[config.mk]
export PLATFORM = sky130hd
export DESIGN_NAME = wdt_top
export DESIGN_NICKNAME = d
export VERILOG_FILES = /design/src/verilog/wdt_pkg.sv /design/src/verilog/lfo_tick_detect.sv /design/src/verilog/wdt_prescaler.sv /design/src/verilog/wdt_top.sv
export SDC_FILE = /design/constraint.sdc
export NUM_CORES = 1
export LEC_CHECK = 0
export BUFFER_PORTS_ARGS = -buffer_cell sky130_fd_sc_hd__buf_2
export CORE_AREA = 2 2 82 99
export DETAILED_ROUTE_END_ITERATION = 16
export DIE_AREA = 0 0 84 101
export HOLD_SLACK_MARGIN = 0.15
export PLACE_DENSITY_LB_ADDON = 0.05
export SYNTH_ARGS = -nofsm -noshare
export SYNTH_HDL_FRONTEND = slang
export SYNTH_SLANG_ARGS = --single-unit
export TNS_END_PERCENT = 1
[constraint.sdc]
create_clock -name pclk -period 4.38 [get_ports pclk]
set_clock_uncertainty 0.2 [all_clocks]
set_input_delay 0.657 -clock pclk [delete_from_list [all_inputs] [get_ports pclk]]
set_output_delay 0.657 -clock pclk [all_outputs]
set_load 0.005 [all_outputs]
[src/verilog/wdt_pkg.sv]
package wdt_pkg;

    // Register byte offsets on the APB bus.
    localparam logic [7:0] CTRL_OFFSET   = 8'h00;
    localparam logic [7:0] STATUS_OFFSET = 8'h04;

    // Control register layout.
    localparam int CTRL_EN_BIT   = 0;
    localparam int CTRL_PER_LSB  = 1;
    localparam int CTRL_PER_MSB  = 5;

    // Status register layout.
    localparam int STAT_PD_BIT   = 0;
    localparam int STAT_TO_BIT   = 1;
    localparam int STAT_SLP_BIT  = 2;
    localparam int STAT_OST_BIT  = 3;
    localparam int STAT_EN_BIT   = 4;

    // Reset values.
    localparam logic [4:0] PERIOD_RESET = 5'h0b;
    localparam logic       SW_EN_RESET  = 1'b0;

    // Mode field encodings.
    localparam logic [1:0] MODE_OFF      = 2'h0;
    localparam logic [1:0] MODE_SOFTWARE = 2'h1;
    localparam logic [1:0] MODE_NO_SLEEP = 2'h2;
    localparam logic [1:0] MODE_ALWAYS   = 2'h3;

    // Time base: oscillator rate in Hz and the base prescale of code zero.
    localparam int         LFO_RATE_HZ  = 31000;
    localparam int         CNT_W        = 28;
    localparam logic [CNT_W-1:0] PRESCALE_BASE = 28'h0000020;
    localparam logic [4:0] PERIOD_MAX   = 5'h12;

    // Sleep state machine, one-hot.
    typedef enum logic [2:0] {
        ST_AWAKE  = 3'h1,
        ST_ASLEEP = 3'h2,
        ST_HOLD   = 3'h4
    } sleep_state_t;

endpackage

[src/verilog/lfo_tick_detect.sv]
`timescale 1ns/100ps
module lfo_tick_detect (
    input  wire logic pclk,
    input  wire logic presetn,
    input  wire logic low_freq_osc,
    output logic      tick
);

    logic lfo_d_r;

    // One pulse per rising edge of the slow oscillator.
    always_ff @(posedge pclk or negedge presetn) begin
        if (!presetn) begin
            lfo_d_r <= 1'b0;
            tick    <= 1'b0;
        end else begin
            lfo_d_r <= low_freq_osc;
            tick    <= low_freq_osc & ~lfo_d_r;
        end
    end

endmodule

[src/verilog/wdt_prescaler.sv]
`timescale 1ns/100ps
module wdt_prescaler (
    input  wire logic       pclk,
    input  wire logic       presetn,
    input  wire logic       tick,
    input  wire logic       clear,
    input  wire logic [4:0] period_sel,
    output logic            expire
);

    logic [wdt_pkg::CNT_W-1:0] count_r;

    // Terminal count in oscillator ticks; reserved codes use the shortest.
    // reserved codes fold.
    function automatic logic [wdt_pkg::CNT_W-1:0] terminal(input logic [4:0] sel);
        if (sel > wdt_pkg::PERIOD_MAX) begin
            terminal = wdt_pkg::PRESCALE_BASE;
        end else begin
            terminal = wdt_pkg::PRESCALE_BASE << sel;
        end
    endfunction

    // Clear dominates the tick so a held clear keeps the count at zero.
    always_ff @(posedge pclk or negedge presetn) begin
        if (!presetn) begin
            count_r <= '0;
            expire  <= 1'b0;
        end else begin
            expire <= 1'b0;
            if (clear) begin
                count_r <= '0;
            end else if (tick) begin
                if (count_r >= terminal(period_sel) - 1'b1) begin
                    count_r <= '0;
                    expire  <= 1'b1;
                end else begin
                    count_r <= count_r + 1'b1;
                end
            end
        end
    end

endmodule

[src/verilog/wdt_top.sv]
`timescale 1ns/100ps
module wdt_top (
    input  wire logic        pclk,
    input  wire logic        presetn,
    input  wire logic        psel,
    input  wire logic        penable,
    input  wire logic        pwrite,
    input  wire logic [7:0]  paddr,
    input  wire logic [31:0] pwdata,
    output logic [31:0]      prdata,
    output logic             pready,
    output logic             pslverr,
    input  wire logic [1:0]  wdt_mode_sel,
    input  wire logic        low_freq_osc,
    input  wire logic        wdt_clear_instr,
    input  wire logic        sleep_enter,
    input  wire logic        wake_event,
    input  wire logic        osc_fail,
    input  wire logic        clock_is_crystal,
    input  wire logic        osc_startup_timer,
    output logic             wdt_reset_req,
    output logic             wdt_wake,
    output logic             asleep,
    output logic             timeout_flag_n,
    output logic             powerdown_flag_n
);

    wdt_pkg::sleep_state_t state_r;
    wdt_pkg::sleep_state_t state_nxt;

    logic [4:0] wdt_period_sel_r;
    logic       sw_wdt_enable_r;
    logic       tick;
    logic       expire;
    logic       wdt_active;
    logic       count_clear;
    logic       exit_sleep;
    logic       wr_ctrl;
    logic       access;
    logic       in_sleep;
    logic       in_hold;
    logic       sleep_entry;
    logic       setup_phase;

    // Address decode, used by both the write and the read paths.
    function automatic logic [1:0] decode(input logic [7:0] addr);
        if (addr == wdt_pkg::CTRL_OFFSET) begin
            decode = 2'h1;
        end else if (addr == wdt_pkg::STATUS_OFFSET) begin
            decode = 2'h2;
        end else begin
            decode = 2'h0;
        end
    endfunction

    // Shared state decodes, read by the timeout routing, the power-down flag and the
    // status read; the run decision, exit_sleep and count_clear still test state_r directly.
    assign in_sleep    = (state_r == wdt_pkg::ST_ASLEEP);
    assign in_hold     = (state_r == wdt_pkg::ST_HOLD);

    // A sleep request counts only while awake; one that arrives during the
    // start-up hold is dropped, since the core has not resumed by then.
    assign sleep_entry = sleep_enter && (state_r == wdt_pkg::ST_AWAKE);

    // Setup cycle of an APB transfer, in which the answer is prepared.
    assign setup_phase = psel && !penable;

    lfo_tick_detect u_tick (
        .pclk         (pclk),
        .presetn      (presetn),
        .low_freq_osc (low_freq_osc),
        .tick         (tick)
    );

    // reserved codes shortest.
    // Reserved codes fold inside the prescaler, so software never sees a hang.
    wdt_prescaler u_prescale (
        .pclk       (pclk),
        .presetn    (presetn),
        .tick       (tick),
        .clear      (count_clear),
        .period_sel (wdt_period_sel_r),
        .expire     (expire)
    );

    // Run decision from the mode field, software enable and sleep state.
    always_comb begin
        case (wdt_mode_sel)
            wdt_pkg::MODE_ALWAYS: begin
                wdt_active = 1'b1;
            end
            wdt_pkg::MODE_NO_SLEEP: begin
                wdt_active = (state_r != wdt_pkg::ST_ASLEEP);
            end
            wdt_pkg::MODE_SOFTWARE: begin
                wdt_active = sw_wdt_enable_r;
            end
            default: begin
                wdt_active = 1'b0;
            end
        endcase
    end
    // modes 1x never look at sw_wdt_enable_r above.

    // Sleep ends on any wake source or on our own timeout while asleep.
    assign exit_sleep = (state_r == wdt_pkg::ST_ASLEEP) && (wake_event || expire);

    // every clearing condition feeds one clear.
    // the divider select is not an input, so it cannot clear.
    assign count_clear = wdt_clear_instr
                       | (sleep_enter && state_r == wdt_pkg::ST_AWAKE)
                       | exit_sleep
                       | osc_fail
                       | ~wdt_active
                       | (state_r == wdt_pkg::ST_HOLD);

    // Sleep state transitions.
    always_comb begin
        state_nxt = state_r;
        case (state_r)
            wdt_pkg::ST_AWAKE: begin
                if (sleep_enter) begin
                    state_nxt = wdt_pkg::ST_ASLEEP;
                end
            end
            wdt_pkg::ST_ASLEEP: begin
                if (exit_sleep) begin
                    if (clock_is_crystal) begin
                        state_nxt = wdt_pkg::ST_HOLD;
                    end else begin
                        state_nxt = wdt_pkg::ST_AWAKE;
                    end
                end
            end
            wdt_pkg::ST_HOLD: begin
                if (!osc_startup_timer) begin
                    state_nxt = wdt_pkg::ST_AWAKE;
                end
            end
            default: begin
                state_nxt = wdt_pkg::ST_AWAKE;
            end
        endcase
    end

    // Sleep state register; the asleep output mirrors it from a flop.
    always_ff @(posedge pclk or negedge presetn) begin
        if (!presetn) begin
            state_r <= wdt_pkg::ST_AWAKE;
            asleep  <= 1'b0;
        end else begin
            state_r <= state_nxt;
            asleep  <= (state_nxt == wdt_pkg::ST_ASLEEP);
        end
    end
    // the entry clear leaves the counter at zero; it then runs on in MODE_ALWAYS, or in MODE_SOFTWARE when enabled.

    // Timeout routing: reset when awake, wake when asleep. Each event is a
    // registered copy of the single-cycle expire, so neither can stretch.
    // one-cycle event.
    always_ff @(posedge pclk or negedge presetn) begin
        if (!presetn) begin
            wdt_reset_req <= 1'b0;
        end else begin
            wdt_reset_req <= expire && !in_sleep;
        end
    end

    // The count is held clear in the start-up hold, so a timeout can only
    // meet the awake or asleep state; asleep is the one state that wakes instead.
    // sleep timeout wakes.
    always_ff @(posedge pclk or negedge presetn) begin
        if (!presetn) begin
            wdt_wake <= 1'b0;
        end else begin
            wdt_wake <= expire && in_sleep;
        end
    end

    // Timeout flag, active low. A timeout in the same cycle as a clear
    // instruction or a sleep entry wins, so the event is never lost.
    always_ff @(posedge pclk or negedge presetn) begin
        if (!presetn) begin
            timeout_flag_n <= 1'b1;
        end else begin
            if (expire) begin
                timeout_flag_n <= 1'b0;
            end else if (sleep_entry) begin
                timeout_flag_n <= 1'b1;
            end else if (wdt_clear_instr) begin
                timeout_flag_n <= 1'b1;
            end
        end
    end

    // Power-down flag, active low. It stays low through a sleep timeout so
    // that software can tell a watchdog wake from an awake watchdog reset.
    always_ff @(posedge pclk or negedge presetn) begin
        if (!presetn) begin
            powerdown_flag_n <= 1'b1;
        end else begin
            if (expire) begin
                if (!in_sleep) begin
                    powerdown_flag_n <= 1'b1;
                end
            end else if (sleep_entry) begin
                powerdown_flag_n <= 1'b0;
            end else if (wdt_clear_instr) begin
                powerdown_flag_n <= 1'b1;
            end
        end
    end

    // Control register writes take effect at the completing access edge.
    assign access  = psel && penable && pready;
    assign wr_ctrl = access && pwrite && (decode(paddr) == 2'h1);

    // reset values of the control fields.
    always_ff @(posedge pclk or negedge presetn) begin
        if (!presetn) begin
            wdt_period_sel_r <= wdt_pkg::PERIOD_RESET;
            sw_wdt_enable_r  <= wdt_pkg::SW_EN_RESET;
        end else if (wr_ctrl) begin
            wdt_period_sel_r <= pwdata[wdt_pkg::CTRL_PER_MSB:wdt_pkg::CTRL_PER_LSB];
            sw_wdt_enable_r  <= pwdata[wdt_pkg::CTRL_EN_BIT];
        end
    end

    // APB answer: ready, data and error are prepared during the setup cycle,
    // giving a zero-wait access phase while every output stays a flop. The
    // price is that a read returns the state of the setup cycle, one clock
    // older than the access edge.
    always_ff @(posedge pclk or negedge presetn) begin
        if (!presetn) begin
            pready <= 1'b0;
        end else begin
            pready <= setup_phase;
        end
    end

    // Unmapped offsets answer with an error and read as zero; writes to them
    // are dropped by the decode in the control write path.
    always_ff @(posedge pclk or negedge presetn) begin
        if (!presetn) begin
            pslverr <= 1'b0;
        end else begin
            pslverr <= setup_phase && (decode(paddr) == 2'h0);
        end
    end

    // Read data is zero outside a read, so no stale value lingers on the bus.
    always_ff @(posedge pclk or negedge presetn) begin
        if (!presetn) begin
            prdata <= '0;
        end else begin
            prdata <= '0;
            if (setup_phase && !pwrite) begin
                if (decode(paddr) == 2'h1) begin
                    prdata[wdt_pkg::CTRL_PER_MSB:wdt_pkg::CTRL_PER_LSB] <= wdt_period_sel_r;
                    prdata[wdt_pkg::CTRL_EN_BIT] <= sw_wdt_enable_r;
                end else if (decode(paddr) == 2'h2) begin
                    // Status bits mirror both flags and the sleep state machine.
                    prdata[wdt_pkg::STAT_PD_BIT]  <= powerdown_flag_n;
                    prdata[wdt_pkg::STAT_TO_BIT]  <= timeout_flag_n;
                    prdata[wdt_pkg::STAT_SLP_BIT] <= in_sleep;
                    prdata[wdt_pkg::STAT_OST_BIT] <= in_hold;
                    prdata[wdt_pkg::STAT_EN_BIT]  <= wdt_active;
                end
            end
        end
    end

endmodule

* After elaboration in Yosys (flattened, before gate mapping)
Cells that the tools add are included.
** Storage, ports and cells
- Register bits after elaboration :: 53
- Latch bits :: 0
- Memory bits (writable) :: 0
- ROM bits :: 0
- Input port bits :: 54
- Output and inout bits :: 39
- Memories kept :: 0
** Operators by class
- $add $sub $neg :: 2
- Multiply operators :: 0
- Divide/modulo/power cells :: 0
- Order comparisons :: 2
- Eq/ne operators :: 13
- Shifts and indexed selects :: 1
- Mux-type cells :: 30
- Bitwise gates (word level) :: 8
- Reductions and logical operators :: 20
** Operators with widths (number)
- $mux W28 :: 6
- $add A28 B1 Y28 const B :: 1
- $ge A28 B28 Y1 :: 1
- $shl A6 B5 Y28 const A :: 1
- $sub A28 B1 Y28 const B :: 1
- $mux W3 :: 4
- $logic_and A1 B1 Y1 :: 11
- $mux W1 :: 10
- $mux W2 :: 5
- $mux W5 :: 2
- $pmux W3 S3 :: 1
- $eq A8 B3 Y1 const B :: 1
- $logic_not A8 Y1 :: 1
- $eq A2 B1 Y1 const B :: 3
- $eq A2 B2 Y1 const B :: 3
- $eq A3 B2 Y1 const B :: 2
- $mux W6 :: 1
- $gt A5 B5 Y1 const B :: 1
- $or A1 B1 Y1 :: 5
- $eq A3 B1 Y1 const B :: 1
- $eq A3 B3 Y1 const B :: 1
- $logic_not A1 Y1 :: 3
- $ne A3 B2 Y1 const B :: 1
- $pmux W1 S3 :: 1
- other kinds (8) :: 9

* Longest topological paths before layout
Gate-level depths: netlist of the first run.
- Depth after elaboration :: 13
- Depth in mapped cells :: 18
- Depth with buffers taken out :: 15

* Cells and area by module
From an unflattened synthesis of the first run, not the netlist that was laid out.
** Second synthesis, totals
- Cells, all modules :: 435
- Area, all modules :: 3779.9 um^2
** Modules (own cells, without submodules)
- wdt_prescaler :: times used 1, cells an instance 327, area each 2528.7 um^2, sequential area each 725.7 um^2
- wdt_top :: times used 1, cells an instance 105, area each 1187.4 um^2, sequential area each 558.0 um^2
- lfo_tick_detect :: times used 1, cells an instance 3, area each 63.8 um^2, sequential area each 50.0 um^2

* Worst setup path after synthesis of the first run
Ideal clock, no wire load.
- Path type :: reg2reg
- From :: register wdt_period_sel_r[2]
- To :: register u_prescale.count_r[18] in the netlist's numbering
- Library setup time :: 136 ps
- Arrival time :: 3680 ps
- Required time :: 4044 ps
- Setup slack :: 363 ps
- Stages on the path, launching flop included :: 18
- Buffers on the path :: 5
- Period minus slack after synthesis :: 4017 ps
- Cells stage by stage :: dfrtp_1 -> or2_2 -> clkbuf_1 -> o21ai_0 -> o21a_1 -> ha_1 -> clkbuf_1 -> buf_1 -> o21ai_0 -> ha_1 -> nand4_1 -> nor4_2 -> o21ai_1 -> and4b_1 -> buf_2 -> buf_2 -> a41oi_1 -> a21oi_1
** On the way
- Word-level cells in the longest chain between the ends :: 9
** RTL lines
- from (decl) :: RTL line wdt_top.sv:31 : logic [4:0] wdt_period_sel_r;
- from (signal assigned) :: RTL line wdt_top.sv:221 : wdt_period_sel_r <= wdt_pkg::PERIOD_RESET;
- from (signal assigned) :: RTL line wdt_top.sv:224 : wdt_period_sel_r <= pwdata[wdt_pkg::CTRL_PER_MSB:wdt_pkg::CTRL_PER_LSB];
- $gt A5 B5 Y1 or $shl A6 B5 Y28 (tied branches) :: RTL line wdt_prescaler.sv:16, wdt_prescaler.sv:19
- $mux W28 (*) :: RTL line wdt_prescaler.sv:16 : if (sel > wdt_pkg::PERIOD_MAX) begin
- $mux W28 (*) :: RTL line wdt_prescaler.sv:32 : end else if (tick) begin
- $mux W28 (*) :: RTL line wdt_prescaler.sv:30 : if (clear) begin
- $sub A28 B1 Y28 (*) :: RTL line wdt_prescaler.sv:33 : if (count_r >= terminal(period_sel) - 1'b1) begin
- $ge A28 B28 Y1 (*) :: RTL line wdt_prescaler.sv:33
- $mux W28 (*) :: RTL line wdt_prescaler.sv:33
- $mux W28 (*) :: RTL line wdt_prescaler.sv:32
- $mux W28 (*) :: RTL line wdt_prescaler.sv:30
- to (signal assigned) :: RTL line wdt_prescaler.sv:37 : count_r <= count_r + 1'b1;
- to (decl) :: RTL line wdt_prescaler.sv:11 : logic [wdt_pkg::CNT_W-1:0] count_r;
Every way passes the cells marked *; elsewhere a longest branch is shown, timed or not. The select of a mux whose other input is x is not followed.
A chain may end at the register's enable or synchronous reset.

* Worst setup path in the final report of the first run
- From :: register wdt_period_sel_r[3]
- To :: register u_prescale.count_r[19] in the netlist's numbering
Same word-level chain as after synthesis.

==> impl_metrics.json, run 1 <==
{
  "drc": 0,
  "relSlewSlack_pct": 38.15,
  "die_h_um": 101,
  "dr.pass1.iters": 4,
  "die-area_um2": 8484,
  "grt_max_degree": 45,
  "nets": 576,
  "setup_viol": 0,
  "ir_drop_mv": 0.1823,
  "critPathLaunch": "wdt_period_sel_r[3]",
  "max_slew.worst_pin.slew_ps": 927.8,
  "fillers": 719,
  "setup_tns_ps": 0,
  "finalWeightedCongestion": 0.8895,
  "synthFlopType": "dfrtp_1",
  "area_growth_pct": 8.406,
  "start_kind": "register",
  "start_util_pct": 53.05,
  "p_leak_nw": 1.855,
  "p_total_uw": 964.1,
  "overflow": 0,
  "path_class": "reg -> reg",
  "cts.sinks": 53,
  "vias": 3531,
  "vias_per_cell": 5.985,
  "grt_pass1_vias": 3233,
  "finalWirelength_mm": 9.201,
  "crit_path_end": "u_prescale.count_r[19]",
  "root_buffer": "clkbuf_8",
  "r2r_end": "u_prescale.count_r[19]",
  "ios": 93,
  "rows": 35,
  "reg2regPathDepth": 16,
  "r2r_slack_ps": 330,
  "synth_seq_area_share_pct": 33.19,
  "htree_levels": 2,
  "die_w_um": 84,
  "synth-async-reset-ratio_pct": 100.0,
  "grt_antenna_before_repair": 0,
  "fmax_ghz": 0.2472,
  "grtUsageTotal_pct": 21.85,
  "clk_pin_slew_ps": 110,
  "hold_path_class": "in -> async",
  "power_density_nw_per_um2": 221.3,
  "core_um2": 7576,
  "drive_above_1_share_pct": 16.67,
  "syn-mean-instance-area_um2": 8.551,
  "rsz0062_at_grt": "no",
  "gr-max-usage-layer": "met2",
  "diodes": 0,
  "worstReg2RegStart": "wdt_period_sel_r[3]",
  "fin_crit_ps": 4046,
  "syn_inst": 470,
  "grt_use_met1_pct": 28.32,
  "cp_max_fo": 22,
  "post-route-period-util_pct": 92.37,
  "max_cap_viol_count": 0,
  "cts_tree": "built",
  "drtIter0Drc": 163,
  "required_ps": 4390,
  "synth_cell_type_count": 57,
  "final_cell_mix": "dfrtp_1 (47), buf_2 (40), nor2_1 (39)",
  "cp-end-kind": "register",
  "numCtsBuffers": 5,
  "use_met3_pct": 3.358,
  "insertion_delay_ps": 320,
  "clockBufferDepth": 2,
  "grt_pass1_wl_mm": 15.19,
  "cts_hold_buf": 0,
  "portBuffers": 40,
  "wl_per_cell_um": 15.59,
  "met2_usage_pct": 37.48,
  "netlist_area_um2": 4019,
  "slew_viol_final": 0,
  "ys_ff_latch": 53,
  "post-dp-hpwl_mm": 6.354,
  "arrival_ps": 4060,
  "final_common_cell": "dfrtp_1",
  "drtAntennaViolNets": 0,
  "hold_violations": 0,
  "ys_warn_count": 0,
  "run_status": "completed",
  "synth_edf_count": 0
}
==> cell usage after synthesis, drive strengths merged (2+ instances only) <==
library cell / n / area share (%)
clkbuf: 25 / 2.3
and3b: 2 / 0.44
inv: 5 / 0.47
xor2: 2 / 0.44
nand2b: 19 / 3.0
a31oi: 16 / 2.5
or2: 2 / 0.31
o21a: 5 / 0.93
conb: 2 / 0.19
or3: 5 / 0.78
nor3: 7 / 0.87
o22a: 2 / 0.44
and4: 3 / 0.65
dfstp: 6 / 3.9
mux2i: 7 / 1.7
nand4b: 2 / 0.44
nor2b: 16 / 2.5
buf: 34 / 5.8
and3: 4 / 0.62
a22oi: 2 / 0.37
mux2: 7 / 2.0
a21oi: 27 / 3.4
nand2: 31 / 2.9
and2: 6 / 0.93
a32oi: 2 / 0.44
a41oi: 6 / 1.3
nor4: 4 / 1.3
a21o: 2 / 0.37
xnor2: 2 / 0.44
ha: 25 / 7.8
o21ai: 16 / 2.0
a21boi: 2 / 0.37
nor3b: 8 / 1.6
o211ai: 3 / 0.56
dfrtp: 47 / 29
a211oi: 4 / 0.75
nor2: 39 / 3.6
nand4: 38 / 5.9
or2b: 2 / 0.37
o2111ai: 4 / 1.0
nand3: 23 / 3.1
==> logic make-up after synthesis <==
group,after synthesis,share of synthesized area [%]
adder cells (fa/ha/maj),25,7.783
AND/OR/NAND/NOR,212,29.61
multiplexers,14,3.705
AO/OA/AOI/OAI,96,16.10
flip-flops,53,33.19
buffers and inverters,64,8.562
other,2,0.1869
XOR/XNOR,4,0.8719
==> power breakdown <==
| group | switching [mW] | internal (mW) | total, mW |
|---|---|---|---|
| combinational | 0.0713 | 0.0557 | 0.127 |
| sequential | 0.0266 | 0.516 | 0.543 |
| clock | 0.166 | 0.129 | 0.295 |
==> worst min-delay path by stage <==
stage / slack, ps / start / endpoint
2_1_floorplan: 160 / presetn / asleep
3_3_place_gp: 190 / u_tick.lfo_d_r / u_tick.tick
3_5_place_dp: 200 / u_tick.lfo_d_r / u_tick.tick
4_1_cts: 200 / presetn / u_prescale.count_r[25]
5_1_grt: 230 / u_tick.lfo_d_r / u_tick.tick
6_report: 190 / presetn / u_prescale.count_r[18]
==> worst max-delay path, stage by stage (launching register included) <==
cell and delay (ps):
dfstp_2 450, or2_2 380, o21ai_0 210, o21a_1 180
ha_2 230, buf_4 220, nand2_1 90, nand2b_1 80
a41oi_1 160, ha_1 340, a211oi_1 260, o21ai_0 130
o21ai_0 90, and4b_2 330, buf_12 180, nand2_2 140
a221oi_2 290
==> sequential cells by signal, summed over array words and instances (netlist names) <==
signal and cells:
u_prescale.count_r 28, prdata 6, wdt_period_sel_r 5, state_r 3, asleep 1, powerdown_flag_n 1
pready 1, pslverr 1, sw_wdt_enable_r 1, timeout_flag_n 1, u_prescale.expire 1, u_tick.lfo_d_r 1
u_tick.tick 1, wdt_reset_req 1, wdt_wake 1
==> stage by stage <==
| stage | hold slack, ps | std cells | util, % | instance area (um2) | setup WS (ps) |
|---|---|---|---|---|---|
| detailed placement | 195.9 | 581 | 55.72 | 4222 | 294.0 |
| finish | 185.2 | 590 | 57.51 | 4357 | 334.4 |
| floorplan | 161.4 | 496 | - | 4116 | 363.1 |
| CTS | 203.6 | 589 | 56.96 | 4315 | 214.1 |
| global route | 233.4 | 590 | 57.51 | 4357 | 5.603 |
| global placement | 188.5 | 581 | 55.72 | 4222 | 343.1 |
==> metal layers <==
metal / share of wire, % / wire length [um]
met3: 4.4 / 408
met5: 0 / 0
met4: 1.6 / 149
met1: 45 / 4145
met2: 49 / 4497
==> area by class of cell <==
class                           instances  area (um2)  share of cell area, %
Multi-Input combinational cell        379        2455                  56.35
Sequential cell                        53        1334                  30.61
Timing Repair Buffer                   53       340.3                  7.812
Tap cell                               92       115.1                  2.642
Clock buffer                            7       86.33                  1.982
Inverter                                5       18.77                 0.4308
Clock inverter                          1       7.507                 0.1723
==> timing repair <==
item	in CTS	in global routing
buffers inserted	0	0
gates resized for setup	0	5
endpoints found under the setup margin	0	6
Note: power is estimated with default switching activity, not from simulation.
==> run 2, diff against run 1 <==
--- a/config.mk
+++ b/config.mk
@@ -6,9 +6,9 @@
 export NUM_CORES = 1
 export LEC_CHECK = 0
 export BUFFER_PORTS_ARGS = -buffer_cell sky130_fd_sc_hd__buf_2
-export CORE_AREA = 2 2 82 99
+export CORE_AREA = 2 2 89 91
 export DETAILED_ROUTE_END_ITERATION = 16
-export DIE_AREA = 0 0 84 101
+export DIE_AREA = 0 0 91 93
 export HOLD_SLACK_MARGIN = 0.15
 export PLACE_DENSITY_LB_ADDON = 0.05
 export SYNTH_ARGS = -nofsm -noshare
==> run 2 against run 1 <==
- via count decreased by 0.28%
- sequential power down 0.7%
- sequential cell count unchanged
- sequential share of layout area is 0.30 points lower
- critical path type unchanged
- largest cell class unchanged
- largest power group unchanged
==> impl_metrics.json, run 2 (synthesis results as in run 1) <==
{
  "combPwrFrac_pct": 12.9,
  "finalWirelength_mm": 9.089,
  "finalWeightedCongestion": 0.8343,
  "slew_viol_final": 0,
  "htree_levels": 2,
  "setup_tns_ps": 0,
  "vias_per_cell": 5.849,
  "p_clk_share_pct": 34.1,
  "start_util_pct": 53.39,
  "drive_above_1_share_pct": 16.40,
  "top_regs": "u_prescale.count_r x28, prdata x6, wdt_period_sel_r x5",
  "post-route-period-util_pct": 92.41,
  "clk_pin_slew_ps": 100,
  "path_class": "reg -> reg",
  "p_total_mw": 1.017,
  "cts.sinks": 53,
  "post-dp-hpwl_mm": 6.465,
  "cts_tree": "built",
  "drtAntennaViolNets": 0,
  "drtIter0Drc": 111,
  "final_common_cell": "dfrtp_1",
  "fillers": 696,
  "relSlewSlack_pct": 46.94,
  "start_kind": "register",
  "rsz0062_at_grt": "no",
  "run_status": "completed",
  "dr.pass1.iters": 4,
  "cts_hold_buf": 0,
  "cp-end-kind": "register",
  "drc": 0,
  "arrival_ps": 4010,
  "ios": 93,
  "largest_register": "u_prescale.count_r",
  "grt_pass1_vias": 3388,
  "wl_per_cell_um": 15.10,
  "diodes": 0,
  "setup_viol": 0,
  "use_met3_pct": 3.062,
  "root_buffer": "clkbuf_8",
  "area_growth_pct": 9.465,
  "critical-path-max-stage-delay_ps": 460,
  "overflow": 0,
  "p_leak_nw": 1.873,
  "power_density_nw_per_um2": 231.2,
  "clockBufferDepth": 2,
  "vias": 3521,
  "grt_antenna_before_repair": 0,
  "grt_use_met1_pct": 29.94,
  "hold_violations": 0,
  "largest_reg_flops": 28,
  "sw_frac_of_total_pct": 25.48,
  "rows": 32,
  "ir_drop_mv": 0.1687,
  "cpMostUsedCell": "o21ai_0",
  "final_cell_mix": "dfrtp_1 (47), buf_2 (40), nor2_1 (39)",
  "seq_area_um2": 1334,
  "nets": 578,
  "die-area_um2": 8463,
  "die_h_um": 93,
  "die_w_um": 91,
  "hold_path_class": "in -> async",
  "crit_family": "simple AND/OR/NAND/NOR gates",
  "max_slew.worst_pin.slew_ps": 789.3,
  "grtUsageTotal_pct": 22.48,
  "grt_pass1_wl_mm": 15.68,
  "p_int_uw": 757.9,
  "max_cap_viol_count": 0,
  "required_ps": 4350,
  "insertion_delay_ps": 300,
  "core_um2": 7527,
  "fin_crit_ps": 4048,
  "met2_usage_pct": 37.90,
  "numCtsBuffers": 5,
  "grt_max_degree": 58,
  "path_buf_inv": 2,
  "fmax_ghz": 0.2471,
  "cp_max_fo": 44,
  "multi_input_comb_area_um2": 2452,
  "p_sw_uw": 259.2,
  "worst_path_max_delay_cell": "dfrtp_1",
  "portBuffers": 40,
  "finalCoreUtilization_pct": 58.44,
  "path_cells": "or2_2, o21ai_0, o21a_1, ha_2, buf_4, nand2_1, o21ai_0, a22oi_1, ha_1, nand4_1, nor4_4, o21ai_1, and4b_1, buf_12, a41oi_1, a21oi_1",
  "seqPwrFrac_pct": 53.0,
  "gr-max-usage-layer": "met2"
}
[run 2: layer usage]
layer / vias up / part of all wire [%]
met4: 0 / 1.6
met5: - / 0
met1: 1693 / 45
li1: 1733 / -
met2: 84 / 49
met3: 11 / 3.7
[run 2: final cells by class]
class | count | share of cell area, %
inverter | 5 | 0.4266
multi-input combinational | 379 | 55.75
clock inverter | 1 | 0.6826
clock buffer | 7 | 1.962
sequential | 53 | 30.32
tap | 102 | 2.901
timing repair buffer | 55 | 7.964
[run 2: through the flow]
stage          hold WS [ps]  cell area (um2)  std cells  setup WS, ps
3_3_place_gp          184.7             4234        591         180.4
4_1_cts               154.5             4350        599         90.09
6_report              138.6             4399        602         332.4
5_1_grt               180.3             4399        602         39.11
2_1_floorplan         161.4             4116        496         363.1
3_5_place_dp          192.1             4234        591         121.3
[run 2: repair_timing]
item / 4_1_cts / 5_1_grt
buffers inserted: 0 / 3
resized for setup: 0 / 3
endpoints found under the hold margin: 0 / 0
endpoints found under the setup margin: 0 / 29
[run 2: power groups by stage]
stage	Clock, mW	Sequential [mW]	Combinational, mW
after floorplan	0	0.545	0.0961
final	0.347	0.539	0.131
after global placement	0	0.548	0.129
after CTS	0.359	0.539	0.132
after detailed placement	0	0.548	0.132
after global routing	0.374	0.544	0.150
[run 2: final timing paths]
| path | cells after the start | endpoint | slack (ps) | start |
|---|---|---|---|---|
| hold reg to reg | 1 | u_tick.tick | 200 | u_tick.lfo_d_r |
| setup reg to reg | 16 | u_prescale.count_r[24] | 330 | wdt_period_sel_r[2] |
| hold / removal | 1 | wdt_period_sel_r[4] | 140 | presetn |
| min in group pclk | 1 | u_tick.tick | 200 | u_tick.lfo_d_r |
| max in group asynchronous | 2 | wdt_period_sel_r[0] | 3000 | presetn |
| setup / recovery | 16 | u_prescale.count_r[24] | 330 | wdt_period_sel_r[2] |
==> run 3, diff against run 2 <==
--- a/config.mk
+++ b/config.mk
@@ -6,9 +6,11 @@
 export NUM_CORES = 1
 export LEC_CHECK = 0
 export BUFFER_PORTS_ARGS = -buffer_cell sky130_fd_sc_hd__buf_2
-export CORE_AREA = 2 2 89 91
+export CELL_PAD_IN_SITES_DETAIL_PLACEMENT = 0
+export CELL_PAD_IN_SITES_GLOBAL_PLACEMENT = 1
+export CORE_AREA = 2 2 103 105
 export DETAILED_ROUTE_END_ITERATION = 16
-export DIE_AREA = 0 0 91 93
+export DIE_AREA = 0 0 105 107
 export HOLD_SLACK_MARGIN = 0.15
 export PLACE_DENSITY_LB_ADDON = 0.05
 export SYNTH_ARGS = -nofsm -noshare
==> run 3 against run 2 <==
- die area increased by 33%
- global-route usage decreased by 4.2 points
- sequential share of layout area rose by 0.26 points
- setup slack improved by 70 ps
- core utilization shrank 15 points
- cell area decreased by 0.85%
- clock-buffer cell count shrank 1
- register-to-register slack better by 70 ps
- non-clock buffer count shrank 3
- total power is 5.6% lower
- critical endpoint is now u_prescale.count_r[19]
- cell count rose by 5.1%
==> impl_metrics.json, run 3 (synthesis results as in run 1) <==
{
  "run_status": "completed",
  "die_h_um": 107,
  "numCtsBuffers": 5,
  "multi_input_comb_area_um2": 2454,
  "p_leak_nw": 1.834,
  "relSlewSlack_pct": 46.16,
  "grtUsageTotal_pct": 18.27,
  "slew_viol_final": 0,
  "grt_pass1_vias": 3315,
  "path_class": "reg -> reg",
  "max_slew.worst_pin.slew_ps": 800.9,
  "grt_pass1_wl_mm": 16.85,
  "arrival_ps": 4010,
  "ios": 93,
  "hold_violations": 0,
  "diodes": 0,
  "cp-end-kind": "register",
  "critPathLaunch": "wdt_period_sel_r[3]",
  "portBuffers": 40,
  "rows": 37,
  "dp_slack_ps": 130.1,
  "start_util_pct": 39.82,
  "post-route-period-util_pct": 90.80,
  "grt_antenna_before_repair": 0,
  "clk_pin_slew_ps": 110,
  "drive_above_1_share_pct": 15.90,
  "setup_viol": 0,
  "die_w_um": 105,
  "drtAntennaViolNets": 0,
  "hp-start": "u_tick.lfo_d_r",
  "wl_per_cell_um": 15.59,
  "cts.sinks": 53,
  "worstReg2RegStart": "wdt_period_sel_r[3]",
  "top_regs": "u_prescale.count_r x28, prdata x6, wdt_period_sel_r x5",
  "root_buffer": "clkbuf_8",
  "setup_slack_ps": 402.8,
  "core_um2": 10090,
  "cp_max_fo": 44,
  "final_common_cell": "dfrtp_1",
  "finalWeightedCongestion": 0.8090,
  "grt_max_degree": 58,
  "die-area_um2": 11240,
  "final_cell_mix": "dfrtp_1 (47), buf_2 (40), nor2_1 (39)",
  "area_growth_pct": 8.530,
  "dr.pass1.iters": 5,
  "start_kind": "register",
  "vias": 3478,
  "cts_resized": 0,
  "cts_setup_buffers": 0,
  "clockBufferDepth": 2,
  "insertion_delay_ps": 310,
  "finalCoreUtilization_pct": 43.22,
  "fmax_ghz": 0.2514,
  "fin_crit_ps": 3977,
  "largest_register": "u_prescale.count_r",
  "hold_path_class": "reg -> reg",
  "nets": 575,
  "cts_tree": "built",
  "max_cap_viol_count": 0,
  "htree_levels": 2,
  "power_density_nw_per_um2": 220.2,
  "seq_area_um2": 1334,
  "overflow": 0,
  "post-dp-hpwl_mm": 6.836,
  "cts_hold_buf": 0,
  "ir_drop_mv": 0.1135,
  "largest_reg_flops": 28,
  "drc": 0,
  "finalWirelength_mm": 9.866,
  "drtIter0Drc": 174,
  "required_ps": 4410,
  "fillers": 1057,
  "vias_per_cell": 5.494
}
## run 3: per-layer routing
layer	share of wire [%]	vias to the layer above	wire length (um)	GRT usage (%)
li1	-	1721	-	-
met1	50	1680	4957	26.89
met2	46	71	4514	28.57
met3	3.1	6	308	2.432
met4	0.86	0	85	4.000
met5	0	-	0	0
## run 3: worst paths after layout
path	endpoint	slack (ps)	cells after the start
max in group asynchronous	state_r[2]	3240	2
min reg2reg	u_tick.tick	200	1
max	u_prescale.count_r[19]	400	15
min	u_tick.tick	200	1
min in group asynchronous	u_prescale.count_r[4]	280	2
max reg2reg	u_prescale.count_r[19]	400	15
## run 3: worst max-delay path: stages (launching register included)
cell	delay (ps)
dfstp_2	450
or2_2	370
nor3_1	220
nand2_1	150
ha_4	220
nor3_1	280
nand2b_1	150
a41oi_1	150
ha_1	330
a211oi_1	240
o21ai_0	110
o21ai_0	80
and4b_1	260
buf_12	230
nand2_2	160
a221oi_2	280
## run 3: power by group
group | internal, mW | switching [mW] | total (mW)
sequential | 0.516 | 0.0241 | 0.540
clock | 0.112 | 0.176 | 0.288
combinational | 0.0554 | 0.0766 | 0.132
## run 3: cell type report
| class | count | share of cell area, % |
|---|---|---|
| Multi-Input combinational cell | 379 | 56.25 |
| Sequential cell | 53 | 30.58 |
| Timing Repair Buffer | 52 | 6.942 |
| Tap cell | 136 | 3.901 |
| Clock buffer | 6 | 1.664 |
| Inverter | 5 | 0.4303 |
| Clock inverter | 2 | 0.2295 |
## run 3: per-stage QoR
stage | instance area (um2) | instances | hold slack (ps) | total power, mW | TNS (ps)
5_1_grt | 4362 | 633 | 231.6 | 1.011 | -0.2864
4_1_cts | 4347 | 633 | 205.7 | 0.9746 | 0
6_report | 4362 | 633 | 199.8 | 0.9604 | 0
3_5_place_dp | 4264 | 625 | 189.6 | 0.6843 | 0
3_3_place_gp | 4264 | 625 | 183.3 | 0.6815 | 0
2_1_floorplan | 4116 | 496 | 161.4 | 0.6413 | 0
